### src/crystal_pull_trim_map.vh
`ifndef CRYSTAL_PULL_TRIM_MAP_VH
`define CRYSTAL_PULL_TRIM_MAP_VH
// fixed 7-bit bus address
`define CRYSTAL_PULL_TRIM_BUS_ADDR 7'h69
// register address of the pull-trim register
`define CRYSTAL_PULL_TRIM_TRIM_ADDR 8'h13
// number of registers in the small bank
`define CRYSTAL_PULL_TRIM_BANK_DEPTH 2
`define CRYSTAL_PULL_TRIM_BANK_AW 1
// reset value of the pull-trim register (mid scale)
`define CRYSTAL_PULL_TRIM_TRIM_RESET 8'h80
`endif

### src/crystal_pull_trim_trim_reg.v
`timescale 1ns/1ps
module crystal_pull_trim_trim_reg #(
  parameter W = 8,
  parameter RESET_VAL = 8'h80
) (
  // clock and reset
  input wire mclk,
  input wire rstn,
  // write side
  input wire wr_en,
  input wire [W-1:0] wr_data,
  // stored value
  output reg [W-1:0] value_r
);
  always @(posedge mclk or negedge rstn) begin
    if (!rstn) begin
      value_r <= RESET_VAL;
    end else if (wr_en) begin
      value_r <= wr_data;
    end
  end
endmodule

### src/crystal_pull_trim_serial_write_port.v
`timescale 1ns/1ps
`include "crystal_pull_trim_map.vh"
module crystal_pull_trim_serial_write_port (
  // clock and reset
  input wire mclk,
  input wire rstn,
  // two-wire link
  input wire serial_clock_in,
  input wire serial_data_line_in,
  output reg serial_data_line_out_r,
  output reg serial_data_line_oe_n_r,
  // crystal load trim
  output reg [7:0] crystal_pull_trim_r
);
  // frame states
  localparam ST_IDLE = 3'h0;
  localparam ST_DEVADR = 3'h1;
  localparam ST_REGADR = 3'h2;
  localparam ST_DATA = 3'h3;
  localparam ST_ACK = 3'h4;
  localparam ST_IGNORE = 3'h5;
  // synchronised pins: bit 0 is the link clock, bit 1 the data line
  localparam NUM_PINS = 2;
  localparam PIN_CLK = 0;
  localparam PIN_DAT = 1;

  wire [NUM_PINS-1:0] pin_raw;
  wire [NUM_PINS-1:0] pin_sync;
  wire [NUM_PINS-1:0] pin_prev;
  reg [2:0] state_r;
  reg [2:0] after_ack_r;
  reg [3:0] bit_cnt_r;
  reg [7:0] shift_r;
  reg [7:0] reg_addr_r;
  reg ack_drive_r;
  reg wr_en_r;
  reg [7:0] wr_data_r;
  reg oe_n_nxt;
  wire [7:0] trim_value;

  assign pin_raw[PIN_CLK] = serial_clock_in;
  assign pin_raw[PIN_DAT] = serial_data_line_in;

  wire scl = pin_sync[PIN_CLK];
  wire sda = pin_sync[PIN_DAT];
  wire scl_d = pin_prev[PIN_CLK];
  wire sda_d = pin_prev[PIN_DAT];
  wire scl_rise = scl & ~scl_d;
  wire scl_fall = ~scl & scl_d;
  // conditions only count while clock stays high
  wire start_det = scl & scl_d & sda_d & ~sda;
  wire stop_det = scl & scl_d & ~sda_d & sda;
  wire byte_done = scl_fall & (bit_cnt_r == 4'h8);
  wire [7:0] byte_in = {shift_r[6:0], sda};

  // register address decode, used for the address byte and every data byte
  function addr_known;
    input [7:0] a;
    begin
      addr_known = (a == `CRYSTAL_PULL_TRIM_TRIM_ADDR);
    end
  endfunction

  // first byte after a start: our address with the direction bit low
  function dev_addr_ok;
    input [7:0] b;
    begin
      dev_addr_ok = (b[7:1] == `CRYSTAL_PULL_TRIM_BUS_ADDR) && !b[0];
    end
  endfunction

  // a pin edge reaches the state machine two clocks late and the ack leaves one
  // clock later still, so each link clock phase must last at least three clocks
  // two-flop synchroniser per pin; the previous value feeds the edge detectors
  // and starts at the idle level high, so reset makes no false edge
  genvar gi;
  generate
    for (gi = 0; gi < NUM_PINS; gi = gi + 1) begin : g_sync
      reg [1:0] sync_r;
      reg prev_r;
      always @(posedge mclk or negedge rstn) begin
        if (!rstn) begin
          sync_r <= 2'h3;
          prev_r <= 1'h1;
        end else begin
          sync_r <= {sync_r[0], pin_raw[gi]};
          prev_r <= sync_r[1];
        end
      end
      assign pin_sync[gi] = sync_r[1];
      assign pin_prev[gi] = prev_r;
    end
  endgenerate

  // frame state machine; a start or stop overrides whatever is in progress
  always @(posedge mclk or negedge rstn) begin
    if (!rstn) begin
      state_r <= ST_IDLE;
      after_ack_r <= ST_IDLE;
      bit_cnt_r <= 4'h0;
      shift_r <= 8'h00;
      reg_addr_r <= 8'h00;
      ack_drive_r <= 1'h0;
      wr_en_r <= 1'h0;
      wr_data_r <= 8'h00;
    end else begin
      wr_en_r <= 1'h0;
      if (start_det) begin
        // a start restarts the frame from any state
        state_r <= ST_DEVADR;
        bit_cnt_r <= 4'h0;
        ack_drive_r <= 1'h0;
      end else if (stop_det) begin
        state_r <= ST_IDLE;
        ack_drive_r <= 1'h0;
      end else begin
        case (state_r)
          ST_DEVADR, ST_REGADR, ST_DATA: begin
            // sample on rising clock edge, data stable while high
            if (scl_rise) begin
              shift_r <= byte_in;
              bit_cnt_r <= bit_cnt_r + 4'h1;
            end
            if (byte_done) begin
              bit_cnt_r <= 4'h0;
              state_r <= ST_ACK;
              ack_drive_r <= 1'h1;
              case (state_r)
                ST_DEVADR: begin
                  after_ack_r <= ST_REGADR;
                  if (!dev_addr_ok(shift_r)) begin
                    state_r <= ST_IGNORE;
                    ack_drive_r <= 1'h0;
                  end
                end
                ST_REGADR: begin
                  reg_addr_r <= shift_r;
                  after_ack_r <= ST_DATA;
                  if (!addr_known(shift_r)) begin
                    state_r <= ST_IGNORE;
                    ack_drive_r <= 1'h0;
                  end
                end
                default: begin
                  // data byte: stored only at a known address, always acked
                  after_ack_r <= ST_DATA;
                  wr_en_r <= addr_known(reg_addr_r);
                  wr_data_r <= shift_r;
                  reg_addr_r <= reg_addr_r + 8'h01;
                end
              endcase
            end
          end
          ST_ACK: begin
            // hold ack low for the whole ninth clock
            if (scl_fall) begin
              ack_drive_r <= 1'h0;
              state_r <= after_ack_r;
            end
          end
          ST_IGNORE: begin
            // deaf until the next start or stop
            state_r <= ST_IGNORE;
          end
          default: begin
            state_r <= ST_IDLE;
          end
        endcase
      end
    end
  end

  // the line is pulled only inside an ack phase, and a start or stop
  // lets it go in the same clock
  always @* begin
    oe_n_nxt = 1'h1;
    if (ack_drive_r && (state_r == ST_ACK)) begin
      oe_n_nxt = 1'h0;
    end
    if (start_det || stop_det) begin
      oe_n_nxt = 1'h1;
    end
  end

  // every output leaves a flop; the drive value is high in reset and low after it
  always @(posedge mclk or negedge rstn) begin
    if (!rstn) begin
      serial_data_line_out_r <= 1'h1;
      serial_data_line_oe_n_r <= 1'h1;
      crystal_pull_trim_r <= `CRYSTAL_PULL_TRIM_TRIM_RESET;
    end else begin
      serial_data_line_out_r <= 1'h0;
      serial_data_line_oe_n_r <= oe_n_nxt;
      crystal_pull_trim_r <= trim_value;
    end
  end

  crystal_pull_trim_trim_reg #(
    .W(8),
    .RESET_VAL(`CRYSTAL_PULL_TRIM_TRIM_RESET)
  ) u_trim (
    .mclk(mclk),
    .rstn(rstn),
    .wr_en(wr_en_r),
    .wr_data(wr_data_r),
    .value_r(trim_value)
  );
endmodule

### config.mk
export PLATFORM = sky130hd
export DESIGN_NAME = crystal_pull_trim_serial_write_port
export DESIGN_NICKNAME = d
export VERILOG_FILES = /design/src/crystal_pull_trim_trim_reg.v /design/src/crystal_pull_trim_serial_write_port.v
export VERILOG_INCLUDE_DIRS = /design/src /design/src/src
export SDC_FILE = /design/constraint.sdc
export NUM_CORES = 1
export LEC_CHECK = 0
export ABC_CLOCK_PERIOD_IN_PS = 1780
export BUFFER_PORTS_ARGS = -buffer_cell sky130_fd_sc_hd__buf_4
export CORE_ASPECT_RATIO = 0.8
export CORE_MARGIN = 5
export CORE_UTILIZATION = 45
export DETAILED_ROUTE_END_ITERATION = 10
export PLACE_DENSITY = 0.66
export SYNTH_ARGS = -nofsm -noshare
export SYNTH_HDL_FRONTEND = slang
export SYNTH_SLANG_ARGS = --single-unit
### constraint.sdc
create_clock -name mclk -period 1.78 [get_ports mclk]
set_input_delay 0 -clock mclk [delete_from_list [all_inputs] [get_ports mclk]]
set_output_delay 0 -clock mclk [all_outputs]
set_load 0.01 [all_outputs]
==> flow_summary.ini, run 1 <==
[status]
status = finished, final reports clean

[pwr]
power_switching_share_pct = 24.5
clockPowerShare_pct = 40.3
worst_ir_drop_vdd_mv = 0.587
power.density_nw_per_um2 = 928
pwr-share-comb_pct = 9.1
pwr-share-seq_pct = 50.6
power.static_leakage_nw = 1.45
p_switching_uw = 708
internal_power_mw = 2.18

[clock_tree]
post_cts_buffers = 0
clk_path_buf_depth = 2
clk_pin_slew_worst_paths_ns = 0.07
cts.root.buffer_cell = sky130_fd_sc_hd__clkbuf_8
tritoncts = built
h-tree-depth = 3
number_of_sinks_handled_by_clock_tree_synthesis = 59
clkLatencyLatePin_ns = 0.34
cts-buffers-inserted = 9

[critical_path]
worst_setup_path_type = reg2reg
critical_path_endpoint = bit_cnt_r[1]$_DFFE_PN0P_
setup.reg_to_reg.worst_slack_ns = 0.07
worst_r2r_startpoint = bit_cnt_r[0]$_DFFE_PN0P_
worst_path_cell_chain = inv_1 -> ha_1 -> and3b_1 -> and2_1 -> a211oi_4 -> mux2i_1
critical-path-max-stage-delay_ns = 0.40
critical_path_peak_fanout = 4
critPathArrivalTime_ns = 1.97
worstRegToRegCells = 6
worstSetupEndpointType = flop
critPathSlowestCell = sky130_fd_sc_hd__dfrtp_1
startpoint = bit_cnt_r[0]$_DFFE_PN0P_
regToRegEndpoint = bit_cnt_r[1]$_DFFE_PN0P_
setup.worst_path.start_class = flop
critPathRequiredTime_ns = 2.04

[logic_synthesis]
ys_types = 51
post_synth_fa_ha_maj_area_fraction_pct = 1.45
yosysMostFrequentCell = sky130_fd_sc_hd__dfrtp_1
gate_count_post_synth = 215
synth_top_family_by_area = simple AND/OR/NAND/NOR gates
yosysWarnings = 0
ys_dominant_reg_cell = sky130_fd_sc_hd__dfrtp_1
synth.area.mux_share_pct = 11.2
fraction_of_the_mapped_netlist_area_in_compound_gates_pct = 11.2
synthXorXnorAreaFrac_pct = 0.338
syn-cell-area_um2 = 2590
synth.area.top_cells = sky130_fd_sc_hd__dfrtp_1 (47%), sky130_fd_sc_hd__mux2_2 (11%), sky130_fd_sc_hd__dfstp_2 (10%)
synth_seq_area_share_pct = 57.4
synth.largest_area_cell = sky130_fd_sc_hd__dfrtp_1
synthSimpleGateAreaFrac_pct = 15.7
synth.cells.most_frequent = sky130_fd_sc_hd__dfrtp_1 (49), sky130_fd_sc_hd__mux2_2 (25), sky130_fd_sc_hd__nand2_1 (15), sky130_fd_sc_hd__a21oi_1 (14)
postSynthRegisterBits = 59
synth_edf_count = 0
yosysTopAreaCellShare_pct = 47.3
synthesis.area_per_instance_um2 = 12.1
nets_in_the_synthesized_netlist = 222
postSynth.asyncResetShare_pct = 100

[timing]
final_max_slew_viol_count = 0
rsz0062_at_grt = false
layout_worst_path_cycle_share_pct = 96.3
final.setup_skew_ns = 0.0107
max_freq_mhz = 583
report.final.hold_viol_count = 0
tns_ns = 0
tightestPinTransition_ns = 0.716
timing.final.setup_violations = 0
finalWorstSetupSlack_ns = 0.0658
slew_headroom_pct = 52.3
post-route-min-period_ns = 1.71

[place]
gp_routability_congestion = 0.845
port_buffers = 13
hpwlAfterDp_um = 3340
post_dp_cell_area_um2 = 2880
post-place-ws_ns = 0.0783

[floorplan]
floorplan.core_area_um2 = 5530
chipWidth_um = 94.9
fp.dieArea_um2 = 7390
top_level_ports = 14
starting_density_of_the_core_pct = 46.9
num_rows = 24
die_h_um = 77.9

[routing]
dr.first_iter.drc_count = 137
postRouteWirelength_um = 5000
viasPerCell = 5.44
wl_per_cell_um = 15.1
drt-pass1-iter-count = 4
route.vias.total = 1800
drc = 0
route.antenna.remaining_nets = 0

[layout]
final_core_util_pct = 56.2
share_of_final_layout_standard_cells_stronger_than_drive_strength_1_pct = 33.6
finalNetCount = 255
final_cell_area_um2 = 3110
antenna_cells = 0
syn2layout_area_growth_pct = 19.7

[grt]
grt_start_max_net_pins = 60
grt_pass1_vias = 1715
overflow = 0
grt.total_usage_pct = 15.6
grt_first_pass_wirelength_um = 8690
antenna_violations_before_repair = 0

[run]
timing.max_cap.violations = 0

[min_path]
min-delay-path-class = in2async
[cell type report]
class / instances / area [µm²]
Sequential cell: 59 / 1490
Fill cell: 481 / 2420
Timing Repair Buffer: 31 / 265
Inverter: 5 / 18.8
Clock buffer: 11 / 131
Multi-Input combinational cell: 142 / 1050
Tap cell: 78 / 97.6
Clock inverter: 5 / 55.1
[registers in the layout, summed over array words and instances, names as in the netlist]
| name | cells |
|---|---|
| wr_data_r | 8 |
| u_trim.value_r | 8 |
| g_sync.prev_r | 2 |
| ack_drive_r | 1 |
| wr_en_r | 1 |
| g_sync.sync_r | 4 |
| shift_r | 8 |
| reg_addr_r | 8 |
| serial_data_line_out_r | 1 |
| state_r | 3 |
| bit_cnt_r | 4 |
| crystal_pull_trim_r | 8 |
| after_ack_r | 2 |
| serial_data_line_oe_n_r | 1 |
[routing by layer]
layer	track usage, %	up-vias	share of wire [%]
li1	-	856	-
met1	22.8	875	49
met2	19.8	59	40
met3	6.58	10	8.3
met4	6.92	0	2.0
met5	0	-	0
[kinds of logic after synthesis]
| group | after synthesis |
|---|---|
| fa+ha+maj | 3 |
| other cells | 1 |
| mux | 26 |
| compound gates | 43 |
| flops | 59 |
| xor+xnor | 1 |
| simple gates | 68 |
| buf+inv | 14 |
[critical path, delay by kind of cell, from the launching register on]
family	cells	cell delay [ns]
compound gates	1	0.30
simple gates	2	0.44
mux	1	0.23
flops	1	0.40
fa+ha+maj	1	0.20
buf+inv	1	0.06
[worst min path at each step]
stage,slack (ns),cells past startpoint,startpoint,end
final,0.24,2,rstn,state_r[1]$_DFFE_PN0P_
after global placement,0.11,1,serial_data_line_in,g_sync[1].sync_r[0]$_DFF_PN1_
after CTS,0.29,2,rstn,shift_r[1]$_DFFE_PN0P_
after detailed placement,0.11,1,serial_clock_in,g_sync[0].sync_r[0]$_DFF_PN1_
after floorplan,-0.30,0,rstn,ack_drive_r$_DFFE_PN0P_
after global routing,0.31,2,rstn,state_r[1]$_DFFE_PN0P_
[stage by stage]
stage | std cells | total power, mW | hold slack (ns)
2_1_floorplan | 215 | 1.62 | -0.296
3_3_place_gp | 312 | 1.73 | 0.109
3_5_place_dp | 312 | 1.74 | 0.109
4_1_cts | 331 | 2.93 | 0.286
5_1_grt | 331 | 3.03 | 0.309
6_report | 331 | 2.88 | 0.243
[power by group through the flow]
stage          clock [mW]  sequential, mW  combinational [mW]
4_1_cts              1.21            1.46               0.264
6_report             1.16            1.46               0.262
2_1_floorplan           0            1.47               0.145
5_1_grt              1.27            1.47               0.297
3_3_place_gp            0            1.48               0.252
3_5_place_dp            0            1.48               0.258
[cells in the final DEF, fill, tap and decap left out, types with 3 or more instances in the layout]
cell	n
sky130_fd_sc_hd__o22ai_1	3
sky130_fd_sc_hd__nand3_1	6
sky130_fd_sc_hd__mux2_2	25
sky130_fd_sc_hd__a21oi_1	14
sky130_fd_sc_hd__ha_1	3
sky130_fd_sc_hd__a31oi_1	3
sky130_fd_sc_hd__nor2b_1	3
sky130_fd_sc_hd__dfrtp_1	49
sky130_fd_sc_hd__clkbuf_8	9
sky130_fd_sc_hd__nor3_1	5
sky130_fd_sc_hd__o21ai_0	6
sky130_fd_sc_hd__nand2_1	15
sky130_fd_sc_hd__buf_4	26
sky130_fd_sc_hd__dfstp_2	10
sky130_fd_sc_hd__dlygate4sd3_1	3
sky130_fd_sc_hd__inv_1	5
sky130_fd_sc_hd__nor2_1	10
[what timing repair did]
action	CTS	global route
hold endpoints to repair	51	0
setup endpoints to repair	0	3
hold buffers	3	0
gates resized for setup	0	2
(Power assumes the default switching activity.)
==> inputs of run 2 (changes only) <==
--- a/config.mk
+++ b/config.mk
@@ -6,13 +6,13 @@
 export SDC_FILE = /design/constraint.sdc
 export NUM_CORES = 1
 export LEC_CHECK = 0
-export ABC_CLOCK_PERIOD_IN_PS = 1780
+export ABC_CLOCK_PERIOD_IN_PS = 1470
 export BUFFER_PORTS_ARGS = -buffer_cell sky130_fd_sc_hd__buf_4
 export CORE_ASPECT_RATIO = 0.8
 export CORE_MARGIN = 5
 export CORE_UTILIZATION = 45
 export DETAILED_ROUTE_END_ITERATION = 10
-export PLACE_DENSITY = 0.66
+export PLACE_DENSITY = 0.68
 export SYNTH_ARGS = -nofsm -noshare
 export SYNTH_HDL_FRONTEND = slang
 export SYNTH_SLANG_ARGS = --single-unit
==> constraint.sdc (replaced) <==
create_clock -name mclk -period 1.47 [get_ports mclk]
set_input_delay 0 -clock mclk [delete_from_list [all_inputs] [get_ports mclk]]
set_output_delay 0 -clock mclk [all_outputs]
set_load 0.01 [all_outputs]
==> run 2 against run 1 <==
Compared with the run above:
- the flow now finishes with violations (negative setup slack)
- count of clock-buffer cells in the layout shrank 1
- critical endpoint is now wr_data_r[4]$_DFFE_PN0P_
- global-route usage grew 2.1 points
- largest cell class unchanged
- setup slack lost 0.23 ns
- sequential share of layout area shrank 8.1 points
- register-to-register slack lost 0.23 ns
- clock skew shrank 0.0036 ns
- first-iteration DRC count shrank 9.5%
==> flow_summary.ini, run 2 (synthesized netlist as in run 1, its figures left out) <==
[status]
status = finished, violations left
violations = negative setup slack

[timing]
rsz0062_at_grt = true
post-route-min-period_ns = 1.63
holdWs_ns = 0.177
max_freq_mhz = 614
final.setup_skew_ns = 0.00708
finalWorstSetupSlack_ns = -0.159
final_max_slew_viol_count = 0
report.final.hold_viol_count = 0
layout_worst_path_cycle_share_pct = 111
timing.final.setup_violations = 24

[pwr]
power.static_leakage_nw = 1.75
power.density_nw_per_um2 = 1060
totalPowerFinal_mw = 3.96
worst_ir_drop_vdd_mv = 0.672

[layout]
final_core_util_pct = 67.8
finalNetCount = 296
syn2layout_area_growth_pct = 44.4
layout_common_cells = sky130_fd_sc_hd__buf_4 (56), sky130_fd_sc_hd__dfrtp_1 (46), sky130_fd_sc_hd__mux2_4 (16)
antenna_cells = 0
final_common_cell = sky130_fd_sc_hd__buf_4
share_of_final_layout_standard_cells_stronger_than_drive_strength_1_pct = 55.1

[critical_path]
worstSetupEndpointType = flop
worst_setup_path_type = reg2reg
critical_path_peak_fanout = 5
setup.worst_path.start_class = flop
critPathArrivalTime_ns = 1.85
critPathRequiredTime_ns = 1.69

[clock_tree]
clkLatencyLatePin_ns = 0.34
clk_pin_slew_worst_paths_ns = 0.07
number_of_sinks_handled_by_clock_tree_synthesis = 59
h-tree-depth = 3
cts-buffers-inserted = 9
tritoncts = built
cts.root.buffer_cell = sky130_fd_sc_hd__clkbuf_8
clk_path_buf_depth = 2

[floorplan]
starting_density_of_the_core_pct = 46.9
chipWidth_um = 94.9
fp.dieArea_um2 = 7390
top_level_ports = 14
die_h_um = 77.9
floorplan.core_area_um2 = 5530
num_rows = 24

[routing]
route.antenna.remaining_nets = 0
dr.first_iter.drc_count = 124
wl_per_cell_um = 16.4
postRouteWirelength_um = 6100
route.vias.total = 1987
viasPerCell = 5.34
drc = 0
drt-pass1-iter-count = 4

[place]
hpwlAfterDp_um = 3760
gp_routability_congestion = 0.862
port_buffers = 13

[run]
timing.max_cap.violations = 0

[grt]
grt_start_max_net_pins = 60
grt_first_pass_wirelength_um = 9850
antenna_violations_before_repair = 0
grt_pass1_vias = 1951
overflow = 0
grt.total_usage_pct = 17.6

[min_path]
min-delay-path-class = in2async
## run 2: cell types whose count changed in the layout (fill, tap and decap cells not counted), sizes merged
cell and delta:
buf +41, bufinv +1, clkbuf -1, clkinv -1, inv +1
## run 2: area by class of cell
class | instances | area (µm²)
fillers | 397 | 1780
flip-flops and latches | 59 | 1490
multi-input cells | 142 | 1280
repair buffers | 72 | 639
clock buffers | 10 | 128
well taps | 78 | 97.6
clock inverters | 6 | 88.8
inverters | 5 | 18.8
## run 2: stage by stage
stage                     instances  area (µm²)  TNS [ns]  setup slack (ns)
final                           372        3740     -2.24            -0.159
after global placement          342        3170     -1.89            -0.107
after detailed placement        342        3170     -2.56            -0.162
after global routing            372        3740     -3.91            -0.235
after CTS                       368        3590     -1.36            -0.135
after floorplan                 215        2650    -0.902           -0.0944
## run 2: critical path, stage by stage (launching register included)
cell and delay [ns]:
sky130_fd_sc_hd__dfrtp_1 0.40, sky130_fd_sc_hd__inv_2 0.08, sky130_fd_sc_hd__ha_4 0.13, sky130_fd_sc_hd__and3b_2 0.21, sky130_fd_sc_hd__and4_4 0.27, sky130_fd_sc_hd__buf_12 0.13, sky130_fd_sc_hd__mux2_4 0.29
## run 2: per-layer routing
| metal | GRT usage [%] | up-vias | wire length [µm] |
|---|---|---|---|
| met5 | 0 | - | 0 |
| met4 | 6.48 | 0 | 82 |
| met3 | 5.71 | 9 | 290 |
| met2 | 24.8 | 43 | 2780 |
| met1 | 25.3 | 997 | 2950 |
| li1 | - | 938 | - |
## run 2: power by group
group | internal (mW) | switching, mW | total, mW
combinational | 0.329 | 0.254 | 0.583
sequential | 1.70 | 0.0559 | 1.75
clock | 0.957 | 0.663 | 1.62
## run 2: final timing paths
| kind | slack [ns] | end | from | depth (start not counted) |
|---|---|---|---|---|
| hold / removal | 0.18 | bit_cnt_r[0]$_DFFE_PN0P_ | rstn | 3 |
| hold reg to reg | 0.36 | g_sync[1].sync_r[1]$_DFF_PN1_ | g_sync[1].sync_r[0]$_DFF_PN1_ | 0 |
| setup reg to reg | -0.16 | wr_data_r[4]$_DFFE_PN0P_ | bit_cnt_r[0]$_DFFE_PN0P_ | 6 |
| min in group mclk | 0.30 | g_sync[1].sync_r[0]$_DFF_PN1_ | serial_data_line_in | 2 |
| max in group asynchronous | 0.98 | u_trim.value_r[7]$_DFFE_PN1P_ | rstn | 3 |
| setup / recovery | -0.16 | wr_data_r[4]$_DFFE_PN0P_ | bit_cnt_r[0]$_DFFE_PN0P_ | 6 |
## run 2: repair_timing
action / CTS / global route
buffers inserted: 7 / 4
hold buffers: 3 / 0
endpoints found under the hold margin: 61 / 0
cloned: 1 / 0
resized for setup: 32 / 27
endpoints found under the setup margin: 34 / 35
pin swaps: 10 / 7
